[config.mk]
export PLATFORM = sky130hd
export DESIGN_NAME = rio_cmd_engine
export DESIGN_NICKNAME = d
export VERILOG_FILES = /design/src/verilog/rio_pkg.sv /design/src/verilog/rio_cmd_engine.sv
export VERILOG_INCLUDE_DIRS = /design/src /design/src/verilog
export SDC_FILE = /design/constraint.sdc
export NUM_CORES = 2
export LEC_CHECK = 0
export BUFFER_PORTS_ARGS = -buffer_cell sky130_fd_sc_hd__buf_2
export CAP_MARGIN = 25
export CORE_AREA = 2 2 724 726
export CTS_BUF_LIST = sky130_fd_sc_hd__clkbuf_2 sky130_fd_sc_hd__clkbuf_4 sky130_fd_sc_hd__clkbuf_8
export DETAILED_ROUTE_END_ITERATION = 8
export DIE_AREA = 0 0 726 728
export MAX_ROUTING_LAYER = met4
export PLACE_DENSITY = 0.34
export SLEW_MARGIN = 0
export SYNTH_ARGS = -nofsm -noshare
export SYNTH_HDL_FRONTEND = slang
export SYNTH_SLANG_ARGS = --single-unit
[constraint.sdc]
create_clock -name i_ref_clk -period 9.6 [get_ports i_ref_clk]
set_clock_uncertainty 0.2 [all_clocks]
set_input_delay 0.48 -clock i_ref_clk [delete_from_list [all_inputs] [get_ports i_ref_clk]]
set_output_delay 0.48 -clock i_ref_clk [all_outputs]
set_load 0.05 [all_outputs]
[src/verilog/rio_params.svh]
`ifndef RIO_PARAMS_SVH
`define RIO_PARAMS_SVH

// register byte addresses; channel block is 0x40 + 16*ch, words 0..2 iface, 3 csr
`define ADDR_CMD        8'h00
`define ADDR_DATA       8'h04
`define ADDR_CH_SEL     4'h4    // upper address nibble of channel 0's block
`define CH_CSR_WORD     2'h3

// command word fields
`define CMD_IGNORE_BIT  31
`define CMD_WRITE_BIT   15
`define CMD_ROM_BIT     14
`define CMD_REQ_BIT     13
`define CMD_CYCLE_BIT   12
`define CMD_IDLE        16'h0000
`define TYPE_STOP       8'h08
`define TYPE_START_NORM 8'h09
`define TYPE_START_SET  8'h0F

// read-only local parameters
`define PARAM_ID        8'h5A
`define PARAM_PORT_W    8'h08
`define PARAM_REV_MAJ   8'h01
`define PARAM_REV_MIN   8'h00
`define PARAM_GP_NONE   8'h00
`define PARAM_VARIANT   8'h3C
`define PARAM_CH_COUNT  8'h08

// transfer timeout; one engine timer covers all channels of a command
`define CLK_PERIOD_NS   10
`define XFER_TMO_NS     100000

`endif

[src/verilog/rio_pkg.sv]
package rio_pkg;

    typedef struct packed {
        logic [7:0]  addr;
        logic [31:0] wdata;
        logic        wr;
        logic        rd;
    } bus_req_t;

    typedef enum logic [1:0] {
        OP_START_NEW,
        OP_START_KEEP,
        OP_SETUP,
        OP_XFER
    } link_op_t;

    typedef struct packed {
        logic [7:0] req;
        logic [7:0] halt;
        logic       purge;
        link_op_t   op;
    } link_cmd_t;

    typedef struct packed {
        logic [2:0][31:0] words;
        logic [7:0]       local_flt;
        logic [7:0]       remote_flt;
    } ch_rx_t;

    typedef enum logic {
        ST_IDLE,
        ST_WAIT
    } eng_state_t;

endpackage : rio_pkg

[src/verilog/rio_cmd_engine.sv]
// The register addresses and strobed register access were decided locally.
`timescale 1ns/1ps
`include "rio_params.svh"

module rio_cmd_engine #(
    parameter int TMO_CYC = `XFER_TMO_NS / `CLK_PERIOD_NS
) (
    input  logic                          i_ref_clk,
    input  logic                          i_rst_n,
    input  rio_pkg::bus_req_t             i_bus,
    output logic [31:0]                   o_rdata,
    output rio_pkg::link_cmd_t            o_link_cmd,
    output logic [7:0][7:0]               o_link_mode,
    output logic [7:0][2:0][31:0]         o_link_tx,
    output logic [7:0]                    o_chatter,
    input  logic [7:0]                    i_link_done,
    input  logic [7:0]                    i_link_fail,
    input  rio_pkg::ch_rx_t [7:0]         i_link_rx
);

    localparam logic [13:0] TMO_LIM = 14'(TMO_CYC);

    rio_pkg::eng_state_t       state_reg;
    rio_pkg::link_op_t         kind_reg;
    logic [15:0]               cmd_reg;
    logic [7:0]                data_reg;
    logic [7:0]                pend_reg;
    logic [7:0]                fail_reg;
    logic [7:0]                mask_reg;
    logic [13:0]               timer_reg;
    logic [7:0]                running_reg;
    logic [7:0]                chatter_reg;
    logic [7:0]                commerr_reg;
    logic [7:0][2:0][31:0]     in_reg;
    logic [7:0][2:0][31:0]     out_reg;
    logic [7:0][7:0]           mode_reg;
    logic [7:0][7:0]           lflt_reg;
    logic [7:0][7:0]           rflt_reg;
    logic [31:0]               rdata_reg;
    rio_pkg::link_cmd_t        link_reg;

    logic                      cmd_wr;
    logic                      cmd_accept;
    logic                      exec;
    logic                      fin;
    logic [7:0]                ctype;
    logic [7:0]                cmask;
    logic                      is_start;
    logic                      is_stop;
    logic                      halt_all;
    logic [7:0]                halt_mask;
    logic [3:0]                ch_blk;
    logic [2:0]                ch_sel;
    logic                      ch_hit;

    // stop-all is the one command allowed over a busy engine
    function automatic logic is_stop_all(input logic [15:0] c);
        return c == {`TYPE_STOP, 8'h00};
    endfunction : is_stop_all

    function automatic logic [7:0] param_of(input logic [15:0] c);
        logic [7:0] v;
        v = 8'h00;
        if (c[7:3] == 5'h00) begin
            unique case (c[2:0])
                3'h0: v = `PARAM_ID;
                3'h1: v = `PARAM_PORT_W;
                3'h2: v = `PARAM_REV_MAJ;
                3'h3: v = `PARAM_REV_MIN;
                3'h4: v = `PARAM_GP_NONE;
                3'h5: v = `PARAM_GP_NONE;
                3'h6: v = `PARAM_VARIANT;
                3'h7: v = `PARAM_CH_COUNT;
            endcase
        end
        return v;
    endfunction : param_of

    // command decode and completion
    // decode fields
    always_comb begin
        cmd_wr     = i_bus.wr && (i_bus.addr == `ADDR_CMD)
                     && !i_bus.wdata[`CMD_IGNORE_BIT];
        cmd_accept = cmd_wr && (cmd_reg == `CMD_IDLE
                     || is_stop_all(i_bus.wdata[15:0]));
        exec       = (state_reg == rio_pkg::ST_IDLE) && (cmd_reg != `CMD_IDLE);
        fin        = (state_reg == rio_pkg::ST_WAIT) && (pend_reg == 8'h00);
        ctype      = cmd_reg[15:8];
        cmask      = cmd_reg[7:0];
        is_start   = (ctype == `TYPE_START_NORM) || (ctype == `TYPE_START_SET);
        is_stop    = (ctype == `TYPE_STOP);
        halt_all   = exec && (cmd_reg[`CMD_ROM_BIT] || (is_stop && cmask == 8'h00));
        halt_mask  = halt_all ? 8'hFF : ((exec && is_stop) ? cmask : 8'h00);
        // blocks 0x40..0xbf; anything below or above wraps past bit 3 and misses
        ch_blk     = i_bus.addr[7:4] - `ADDR_CH_SEL;
        ch_sel     = ch_blk[2:0];
        ch_hit     = !ch_blk[3];
    end

    // command register; an accepted write never loses to the completion clear
    // ignore flag
    always_ff @(posedge i_ref_clk) begin
        if (!i_rst_n) begin
            cmd_reg <= `CMD_IDLE;
        end else if (cmd_accept) begin
            cmd_reg <= i_bus.wdata[15:0];
        end else if (fin || (exec && !(is_start || cmd_reg[`CMD_CYCLE_BIT]))) begin
            cmd_reg <= `CMD_IDLE;
        end
    end

    // engine sequencing, timeout and fail collection
    // wait all or timeout
    always_ff @(posedge i_ref_clk) begin
        if (!i_rst_n) begin
            state_reg <= rio_pkg::ST_IDLE;
            kind_reg  <= rio_pkg::OP_XFER;
            pend_reg  <= 8'h00;
            fail_reg  <= 8'h00;
            mask_reg  <= 8'h00;
            timer_reg <= 14'h0000;
        end else if (state_reg == rio_pkg::ST_WAIT) begin
            timer_reg <= timer_reg + 14'h0001;
            if (cmd_accept || fin) begin
                state_reg <= rio_pkg::ST_IDLE;
                pend_reg  <= 8'h00;
            end else if (timer_reg >= TMO_LIM - 14'h0001) begin
                fail_reg <= fail_reg | pend_reg;
                pend_reg <= 8'h00;
            end else begin
                fail_reg <= fail_reg | (pend_reg & i_link_done & i_link_fail);
                pend_reg <= pend_reg & ~i_link_done;
            end
        end else if (exec && (is_start || cmd_reg[`CMD_CYCLE_BIT])) begin
            state_reg <= rio_pkg::ST_WAIT;
            pend_reg  <= cmask;
            mask_reg  <= cmask;
            fail_reg  <= 8'h00;
            timer_reg <= 14'h0000;
            if (!is_start) begin
                kind_reg <= rio_pkg::OP_XFER;
            end else if (ctype == `TYPE_START_SET) begin
                kind_reg <= rio_pkg::OP_SETUP;
            end else begin
                kind_reg <= (running_reg == 8'h00) ? rio_pkg::OP_START_NEW
                                                   : rio_pkg::OP_START_KEEP;
            end
        end
    end

    // data register: host load, local read, result masks
    // 8-bit data
    always_ff @(posedge i_ref_clk) begin
        if (!i_rst_n) begin
            data_reg <= 8'h00;
        end else if (fin) begin
            data_reg <= fail_reg;
        end else if (exec && cmd_reg[`CMD_REQ_BIT] && !cmd_reg[`CMD_WRITE_BIT]) begin
            data_reg <= param_of(cmd_reg);
        end else if (i_bus.wr && i_bus.addr == `ADDR_DATA) begin
            data_reg <= i_bus.wdata[7:0];
        end
    end

    // channel run state and keepalive; parameters are read-only so local writes
    // complete without storing anything
    always_ff @(posedge i_ref_clk) begin
        if (!i_rst_n) begin
            running_reg <= 8'h00;
            chatter_reg <= 8'h00;
            commerr_reg <= 8'h00;
        end else if (halt_mask != 8'h00) begin
            running_reg <= running_reg & ~halt_mask;
            chatter_reg <= chatter_reg & ~halt_mask;
            commerr_reg <= commerr_reg & ~halt_mask;
        end else if (exec && cmd_reg[`CMD_CYCLE_BIT] && !is_start) begin
            chatter_reg <= 8'h00;
        end else if (fin) begin
            commerr_reg <= (commerr_reg & ~mask_reg) | fail_reg;
            if (kind_reg != rio_pkg::OP_XFER) begin
                running_reg <= running_reg | (mask_reg & ~fail_reg);
            end
            if (kind_reg == rio_pkg::OP_START_NEW || kind_reg == rio_pkg::OP_START_KEEP) begin
                chatter_reg <= chatter_reg | (mask_reg & ~fail_reg);
            end
        end
    end

    // per-channel interface and status registers
    // separate in and out
    always_ff @(posedge i_ref_clk) begin
        if (!i_rst_n) begin
            in_reg   <= '0;
            out_reg  <= '0;
            mode_reg <= '0;
            lflt_reg <= '0;
            rflt_reg <= '0;
        end else begin
            for (int c = 0; c < 8; c++) begin
                if (state_reg == rio_pkg::ST_WAIT && pend_reg[c] && i_link_done[c]) begin
                    in_reg[c]   <= i_link_rx[c].words;
                    rflt_reg[c] <= i_link_rx[c].remote_flt;
                end else if (halt_all) begin
                    in_reg[c]   <= '0;
                    rflt_reg[c] <= 8'h00;
                end
                lflt_reg[c] <= (halt_mask[c] ? 8'h00 : lflt_reg[c])
                    | ((pend_reg[c] && i_link_done[c]) ? i_link_rx[c].local_flt : 8'h00);
                if (i_bus.wr && ch_hit && ch_sel == 3'(c)) begin
                    if (i_bus.addr[3:2] == `CH_CSR_WORD) begin
                        mode_reg[c] <= i_bus.wdata[31:24];
                    end else begin
                        out_reg[c][i_bus.addr[3:2]] <= i_bus.wdata;
                    end
                end
            end
        end
    end

    // link requests: one-cycle pulses beside a held op code
    // per-channel mask
    always_ff @(posedge i_ref_clk) begin
        if (!i_rst_n) begin
            link_reg <= '{req: 8'h00, halt: 8'h00, purge: 1'b0, op: rio_pkg::OP_XFER};
        end else begin
            link_reg.req   <= (exec && (is_start || cmd_reg[`CMD_CYCLE_BIT])) ? cmask : 8'h00;
            link_reg.halt  <= halt_mask;
            link_reg.purge <= halt_all;
            if (exec && is_start) begin
                link_reg.op <= (ctype == `TYPE_START_SET) ? rio_pkg::OP_SETUP
                             : (running_reg == 8'h00) ? rio_pkg::OP_START_NEW
                             : rio_pkg::OP_START_KEEP;
            end else if (exec && cmd_reg[`CMD_CYCLE_BIT]) begin
                link_reg.op <= rio_pkg::OP_XFER;
            end
        end
    end

    // read port; unmapped addresses and idle cycles read zero
    always_ff @(posedge i_ref_clk) begin
        if (!i_rst_n) begin
            rdata_reg <= 32'h0000_0000;
        end else if (!i_bus.rd) begin
            rdata_reg <= 32'h0000_0000;
        end else if (i_bus.addr == `ADDR_CMD) begin
            rdata_reg <= {16'h0000, cmd_reg};
        end else if (i_bus.addr == `ADDR_DATA) begin
            rdata_reg <= {24'h00_0000, data_reg};
        end else if (ch_hit && i_bus.addr[3:2] == `CH_CSR_WORD) begin
            rdata_reg <= {rflt_reg[ch_sel], 8'h00,
                          !running_reg[ch_sel], 1'b0, commerr_reg[ch_sel], 5'h00,
                          lflt_reg[ch_sel]};
        end else if (ch_hit) begin
            rdata_reg <= in_reg[ch_sel][i_bus.addr[3:2]];
        end else begin
            rdata_reg <= 32'h0000_0000;
        end
    end

    assign o_rdata     = rdata_reg;
    assign o_link_cmd  = link_reg;
    assign o_link_mode = mode_reg;
    assign o_link_tx   = out_reg;
    assign o_chatter   = chatter_reg;

    // checks on the engine's own behaviour
    chk_ignore_write: assert property (@(posedge i_ref_clk) disable iff (!i_rst_n)
        (i_bus.wr && i_bus.addr == `ADDR_CMD && i_bus.wdata[31] && cmd_reg == 16'h0000
         && state_reg == rio_pkg::ST_IDLE) |=> cmd_reg == 16'h0000)
        else $error("ignored command write changed the command register");

    chk_reset_idle: assert property (@(posedge i_ref_clk)
        !i_rst_n |=> cmd_reg == 16'h0000 && state_reg == rio_pkg::ST_IDLE)
        else $error("command register not zero after reset");

    chk_cmd_hold: assert property (@(posedge i_ref_clk) disable iff (!i_rst_n)
        (state_reg == rio_pkg::ST_WAIT && pend_reg != 8'h00 && !cmd_accept)
        |=> cmd_reg == $past(cmd_reg))
        else $error("busy command did not read back");

    chk_done_clear: assert property (@(posedge i_ref_clk) disable iff (!i_rst_n)
        (fin && !cmd_accept) |=> cmd_reg == 16'h0000 ##1 data_reg == $past(data_reg))
        else $error("completion did not clear command");

    chk_result_mask: assert property (@(posedge i_ref_clk) disable iff (!i_rst_n)
        fin |=> data_reg == $past(fail_reg))
        else $error("result mask not in data register");

    chk_req_mask: assert property (@(posedge i_ref_clk) disable iff (!i_rst_n)
        (exec && is_start) |=> o_link_cmd.req == $past(cmask) ##1 o_link_cmd.req == 8'h00)
        else $error("start request mask wrong");

    chk_stop_masked: assert property (@(posedge i_ref_clk) disable iff (!i_rst_n)
        (exec && is_stop && cmask != 8'h00)
        |=> (running_reg & $past(cmask)) == 8'h00 && o_link_cmd.purge == 1'b0)
        else $error("individual stop misbehaved");

    chk_xfer_bound: assert property (@(posedge i_ref_clk) disable iff (!i_rst_n)
        (state_reg == rio_pkg::ST_WAIT) |-> timer_reg <= TMO_LIM)
        else $error("transfer wait exceeded timeout");

    chk_chatter_off: assert property (@(posedge i_ref_clk) disable iff (!i_rst_n)
        (exec && cmd_reg[12] && !is_start && halt_mask == 8'h00) |=> o_chatter == 8'h00)
        else $error("keepalive not ended by transfer cycle");

    chk_local_read: assert property (@(posedge i_ref_clk) disable iff (!i_rst_n)
        (exec && cmd_reg == 16'h2001) |=> data_reg == 8'h08)
        else $error("port width parameter wrong");

endmodule : rio_cmd_engine

# --- Yosys cells after proc, flatten, opt, wreduce, memory -nomap -nowiden ---
# Memories as Yosys holds them, arrays and structs flattened. A register that Yosys moved wholly into a read port is not among the register bits.
# Cells that the tools add are included.
word_totals:
  elab_cells: 357
  in_bits: 956
  ff_bits: 1868
  n_memories: 1
  rom_bits: 56
  out_inout_bits: 891
memory_table:
  columns: ["memory", "depth", "word_bits", "rd", "rd_ports_with_merged_regs", "write_ports", "line", "text"]
  rows:
  - ["(no name shown)", 8, 7, 1, 1, 0, "rio_cmd_engine.sv:65", "unique case (c[2:0])"]
op_classes:
  add_sub_neg: 2
  n_lt_le_gt_ge: 4
  bitwise_logic: 29
  muxes: 99
  n_reduce_logical: 115
  eq_ne: 17
op_table:
  columns: ["op", "n"]
  rows:
  - ["$mux 96", 10]
  - ["$bwmux 96", 8]
  - ["$mux 8", 52]
  - ["$bmux 96 s3", 1]
  - ["$mux 32", 4]
  - ["$or 8x8->8", 13]
  - ["$and 8x8->8", 8]
  - ["$bmux 32 s2", 1]
  - ["$demux 32 s2", 1]
  - ["$mux 16", 4]
  - ["$logic_and 1x1->1", 51]
  - ["$bmux 8 s3", 2]
  - ["$reduce_and 2->1", 22]
  - ["$logic_not 8->1", 4]
  - ["$not 8->8", 4]
  - ["$mux 14", 2]
  - ["$reduce_bool 2->1", 13]
  - ["$eq 8x4->1 const B", 3]
  - ["$eq 16x12->1 const B", 1]
  - ["$logic_not 16->1", 1]
  - ["$reduce_bool 16->1", 1]
  - ["$add 14x1->14 const B", 1]
  - ["$ge 14x14->1 const B", 1]
  - ["$eq 3x3->1 const B", 4]
  - ["other kinds (25)", 54]

# --- Logic depth before layout (Yosys ltp) ---
depth:
  ltp_word: 10
  depth_mapped: 15
  ltp_nobuf: 10

# --- Worst setup path after synthesis ---
# No wires, ideal clock.
synth_timing:
  path_kind: "input to register"
  from: "input port i_bus[40] in the netlist's numbering"
  to: "register with a tool-made name"
  required_ns: 9.286
  path_buffers: 5
  path_stages: 14
  setup_time_ns: 0.114
  t_arrival_ns: 3.353
  slack_ns: 5.933
  path_cell_list: "clkbuf_1 > inv_1 > clkbuf_1 > clkbuf_1 > clkbuf_1 > ha_1 > inv_1 > nor3_1 > clkbuf_1 > nand3b_1 > nor2_4 > nor2_1 > a32o_1 > a21o_1"
synth_rtl:
  columns: ["item", "line", "text"]
  rows:
  - ["start, declared", "rio_cmd_engine.sv:10", "input rio_pkg::bus_req_t i_bus,"]

# --- Final worst setup path ---
layout_timing:
  from: "input port i_bus[40] in the netlist's numbering"
  to: "register out_reg, in the netlist o_link_tx[688]"
layout_between:
  elab_chain_cells: 5
  word_cells_on_any_way: 6
  cone_classes: "add/sub (1); eq/ne (1); reduce/logical (4)"
layout_rtl:
  columns: ["item", "line", "text"]
  rows:
  - ["$sub 4x3->4 (no source line) *", null, null]
  - ["branches (longest 2 deep; another with $eq 3x3->1)", null, null]
  - ["$logic_and 1x1->1 *", "rio_cmd_engine.sv:209", "if (i_bus.wr && ch_hit && ch_sel == 3'(c)) begin"]
  - ["$reduce_and 2->1 (no source line) *", null, null]
  - ["end signal, assigned by index", "rio_cmd_engine.sv:213", "out_reg[c][i_bus.addr[3:2]] <= i_bus.wdata;"]
  - ["end, declared", "rio_cmd_engine.sv:35", "logic [7:0][2:0][31:0] out_reg;"]
# Mark *: on every way between the ends.
# A chain may end at the register's enable or synchronous reset.

==> results.cfg <==
[global_routing]
grt_max_degree = 213
groute.usage.overall = 0.195
gr-total-overflow = 0
grt_pass1_vias = 80600
antenna_found_initial = 254
grt_pass1_wl_um = 699000

[floorplan]
die_area_mm2 = 0.529
ioPinCount = 1847
dieWidth_um = 726
rows = 265
start_util = 0.141
die_h_um = 728
coreArea_mm2 = 0.520

[detailed_routing]
vias = 80500
drtIter0Drc = 4819
drc = 0
routed_via_density = 4.04
wirelength_um = 527000
firstDrtPassIters = 6
wire_per_inst_um = 26.5
detail-route-antenna-nets = 0

[clock_tree]
cts_max_level = 5
cts_buffers = 379
post_cts_buffers = 0
cts.clk_slew.worst_paths_ps = 60
cts_tree = yes
clkSinkCount = 1873
max-clock-path-buffers = 4
clk_latency_ps = 1130
cts.root.buffer_cell = clkbuf_8

[synthesis]
synth_common_cells = nand2_1 (2,563), dfxtp_1 (1,873), a21oi_1 (1,714), nand3_1 (850), clkbuf_1 (665)
synthCells = 8836
synth_top_area_cell = dfxtp_1
ys_types = 67
syn_nets = 9795
seq_area_frac_synth = 0.511
synth_ff_type = dfxtp_1
syn_avg_cell_area_um2 = 8.30
synth_edf_count = 0
post-synth-top-count-cell = nand2_1
synth_area_mm2 = 0.0733
synth_top_area_share = 0.511
synthTopCellsByArea = dfxtp_1 (51%), nand2_1 (13%), a21oi_1 (12%)
ys_ff_latch = 1873
synthArstFlopShare = 0
yosysWarnings = 0

[setup_path]
worstSetupEndpointType = register
required_ps = 10360
worstPathArrival_ps = 5040
critPathMaxStageDelay_ps = 820
slowest_stage = nand3_1
cp-start-kind = primary input
critPathMaxFanout = 59
critPathKind = in -> reg
path_cells = dlygate4sd3_1, buf_4, inv_8, ha_1, nand2_1, nor2_1, nand3_1, nor2_4, buf_4, nand2_1, a21oi_1

[sta]
setup_violations = 0
post-route-min-period_ps = 4280
max_freq_mhz = 234
grt_setup_unrepaired = no
slew_viol_final = 0
worst_slew_pin_slew_ps = 1430
hold_viol_final = 0
setup_slack_ps = 5320
fin_setup_tns_ps = 0
min_period_over_period = 0.445
relSlewSlack = 0.0459

[cells_and_area]
area_growth_pct = 62.8
fin_nets = 13400
final_cell_count_no_fill = 19900
final_util = 0.230
drive_gt1_frac = 0.236

[power_and_ir_drop]
cellLeakagePower_nw = 44.1
finalPower_mw = 18.5
ir_drop_uv = 105
power.density_mw_per_mm2 = 155

[min_path]
min_path_type = in -> reg

[place]
io_buffers = 1846
dp_cells = 16900
pre_cts_ws_ps = 4750
globalplace.congestion = 0.814
dp_hpwl_um = 370000

[job]
maxCapViolCount = 0

[run_status]
outcome = finished, final reports clean
-- path summary, 6_finish.rpt --
path	start	endpoint	slack, ps	depth (start not counted)
setup / recovery	i_bus[40]	o_link_tx[688]	5320	11
setup reg to reg	cmd_reg[15]	in_reg[630]	5470	8
hold reg to reg	o_link_tx[170]	o_link_tx[170]	250	2
hold / removal	i_link_rx[46]	in_reg[30]	160	4
-- per-layer routing --
metal | vias up | global-route usage | wire, um
li1 | 37700 | - | -
met1 | 39500 | 0.215 | 207000
met3 | 764 | 0.0339 | 25700
met5 | - | - | 0
met2 | 2594 | 0.351 | 272000
met4 | 0 | 0.0737 | 21900
-- placed cells by master (no fill, tap or decap), types with 17 or more instances in the layout --
cell type / n
nor2_1: 229
mux2i_1: 114
nand2_2: 21
nand2_1: 2533
diode_2: 236
a21oi_1: 1714
clkinv_2: 20
o21ai_0: 36
a22oi_1: 93
buf_2: 1842
nand3_1: 849
clkbuf_4: 150
buf_12: 28
and2_1: 17
buf_4: 142
dlygate4sd3_1: 2067
o22ai_1: 38
clkbuf_8: 449
nor2_4: 27
a21o_1: 19
mux4_2: 236
dfxtp_1: 1872
-- worst max-delay path: cells and delay by family --
family                     cells  cell delay (ps)
and+or+nand+nor                5             2300
adders and majority gates      1              370
AOI/OAI and AO/OA              1              150
buffers and inverters          4             1560
-- cell families after synthesis --
group,synth area share
xor+xnor,0.000119
buf+inv,0.0451
compound gates,0.142
flops,0.511
simple gates,0.213
fa+ha+maj,0.000512
mux,0.0881
-- what timing repair did --
item                                   4_1_cts  5_1_grt
hold buffers                              2067        0
endpoints found under the hold margin     1696        0
gates resized for setup                      0        0
-- metrics by stage --
step,instance area (um^2),hold slack [ps]
global route,119000,28.1
CTS,119000,4.33
finish,119000,159
floorplan,73300,227
global placement,89900,235
detailed placement,90100,243
-- cell type report --
cell class              count  area, um^2
multi-input cells        6106       32900
fillers                 58000      401000
flip-flops and latches   1873       37500
inverters                  15        71.3
diodes                    236         591
clock inverters            58         722
well taps                6942        8690
clock buffers             599        7310
repair buffers           4081       31600
-- power breakdown --
group	internal [mW]	switching [mW]
Clock	5.05	4.04
Combinational	0.745	0.826
Sequential	7.79	0.00792
Total	13.6	4.87
Note: power is estimated with default switching activity, not from simulation.
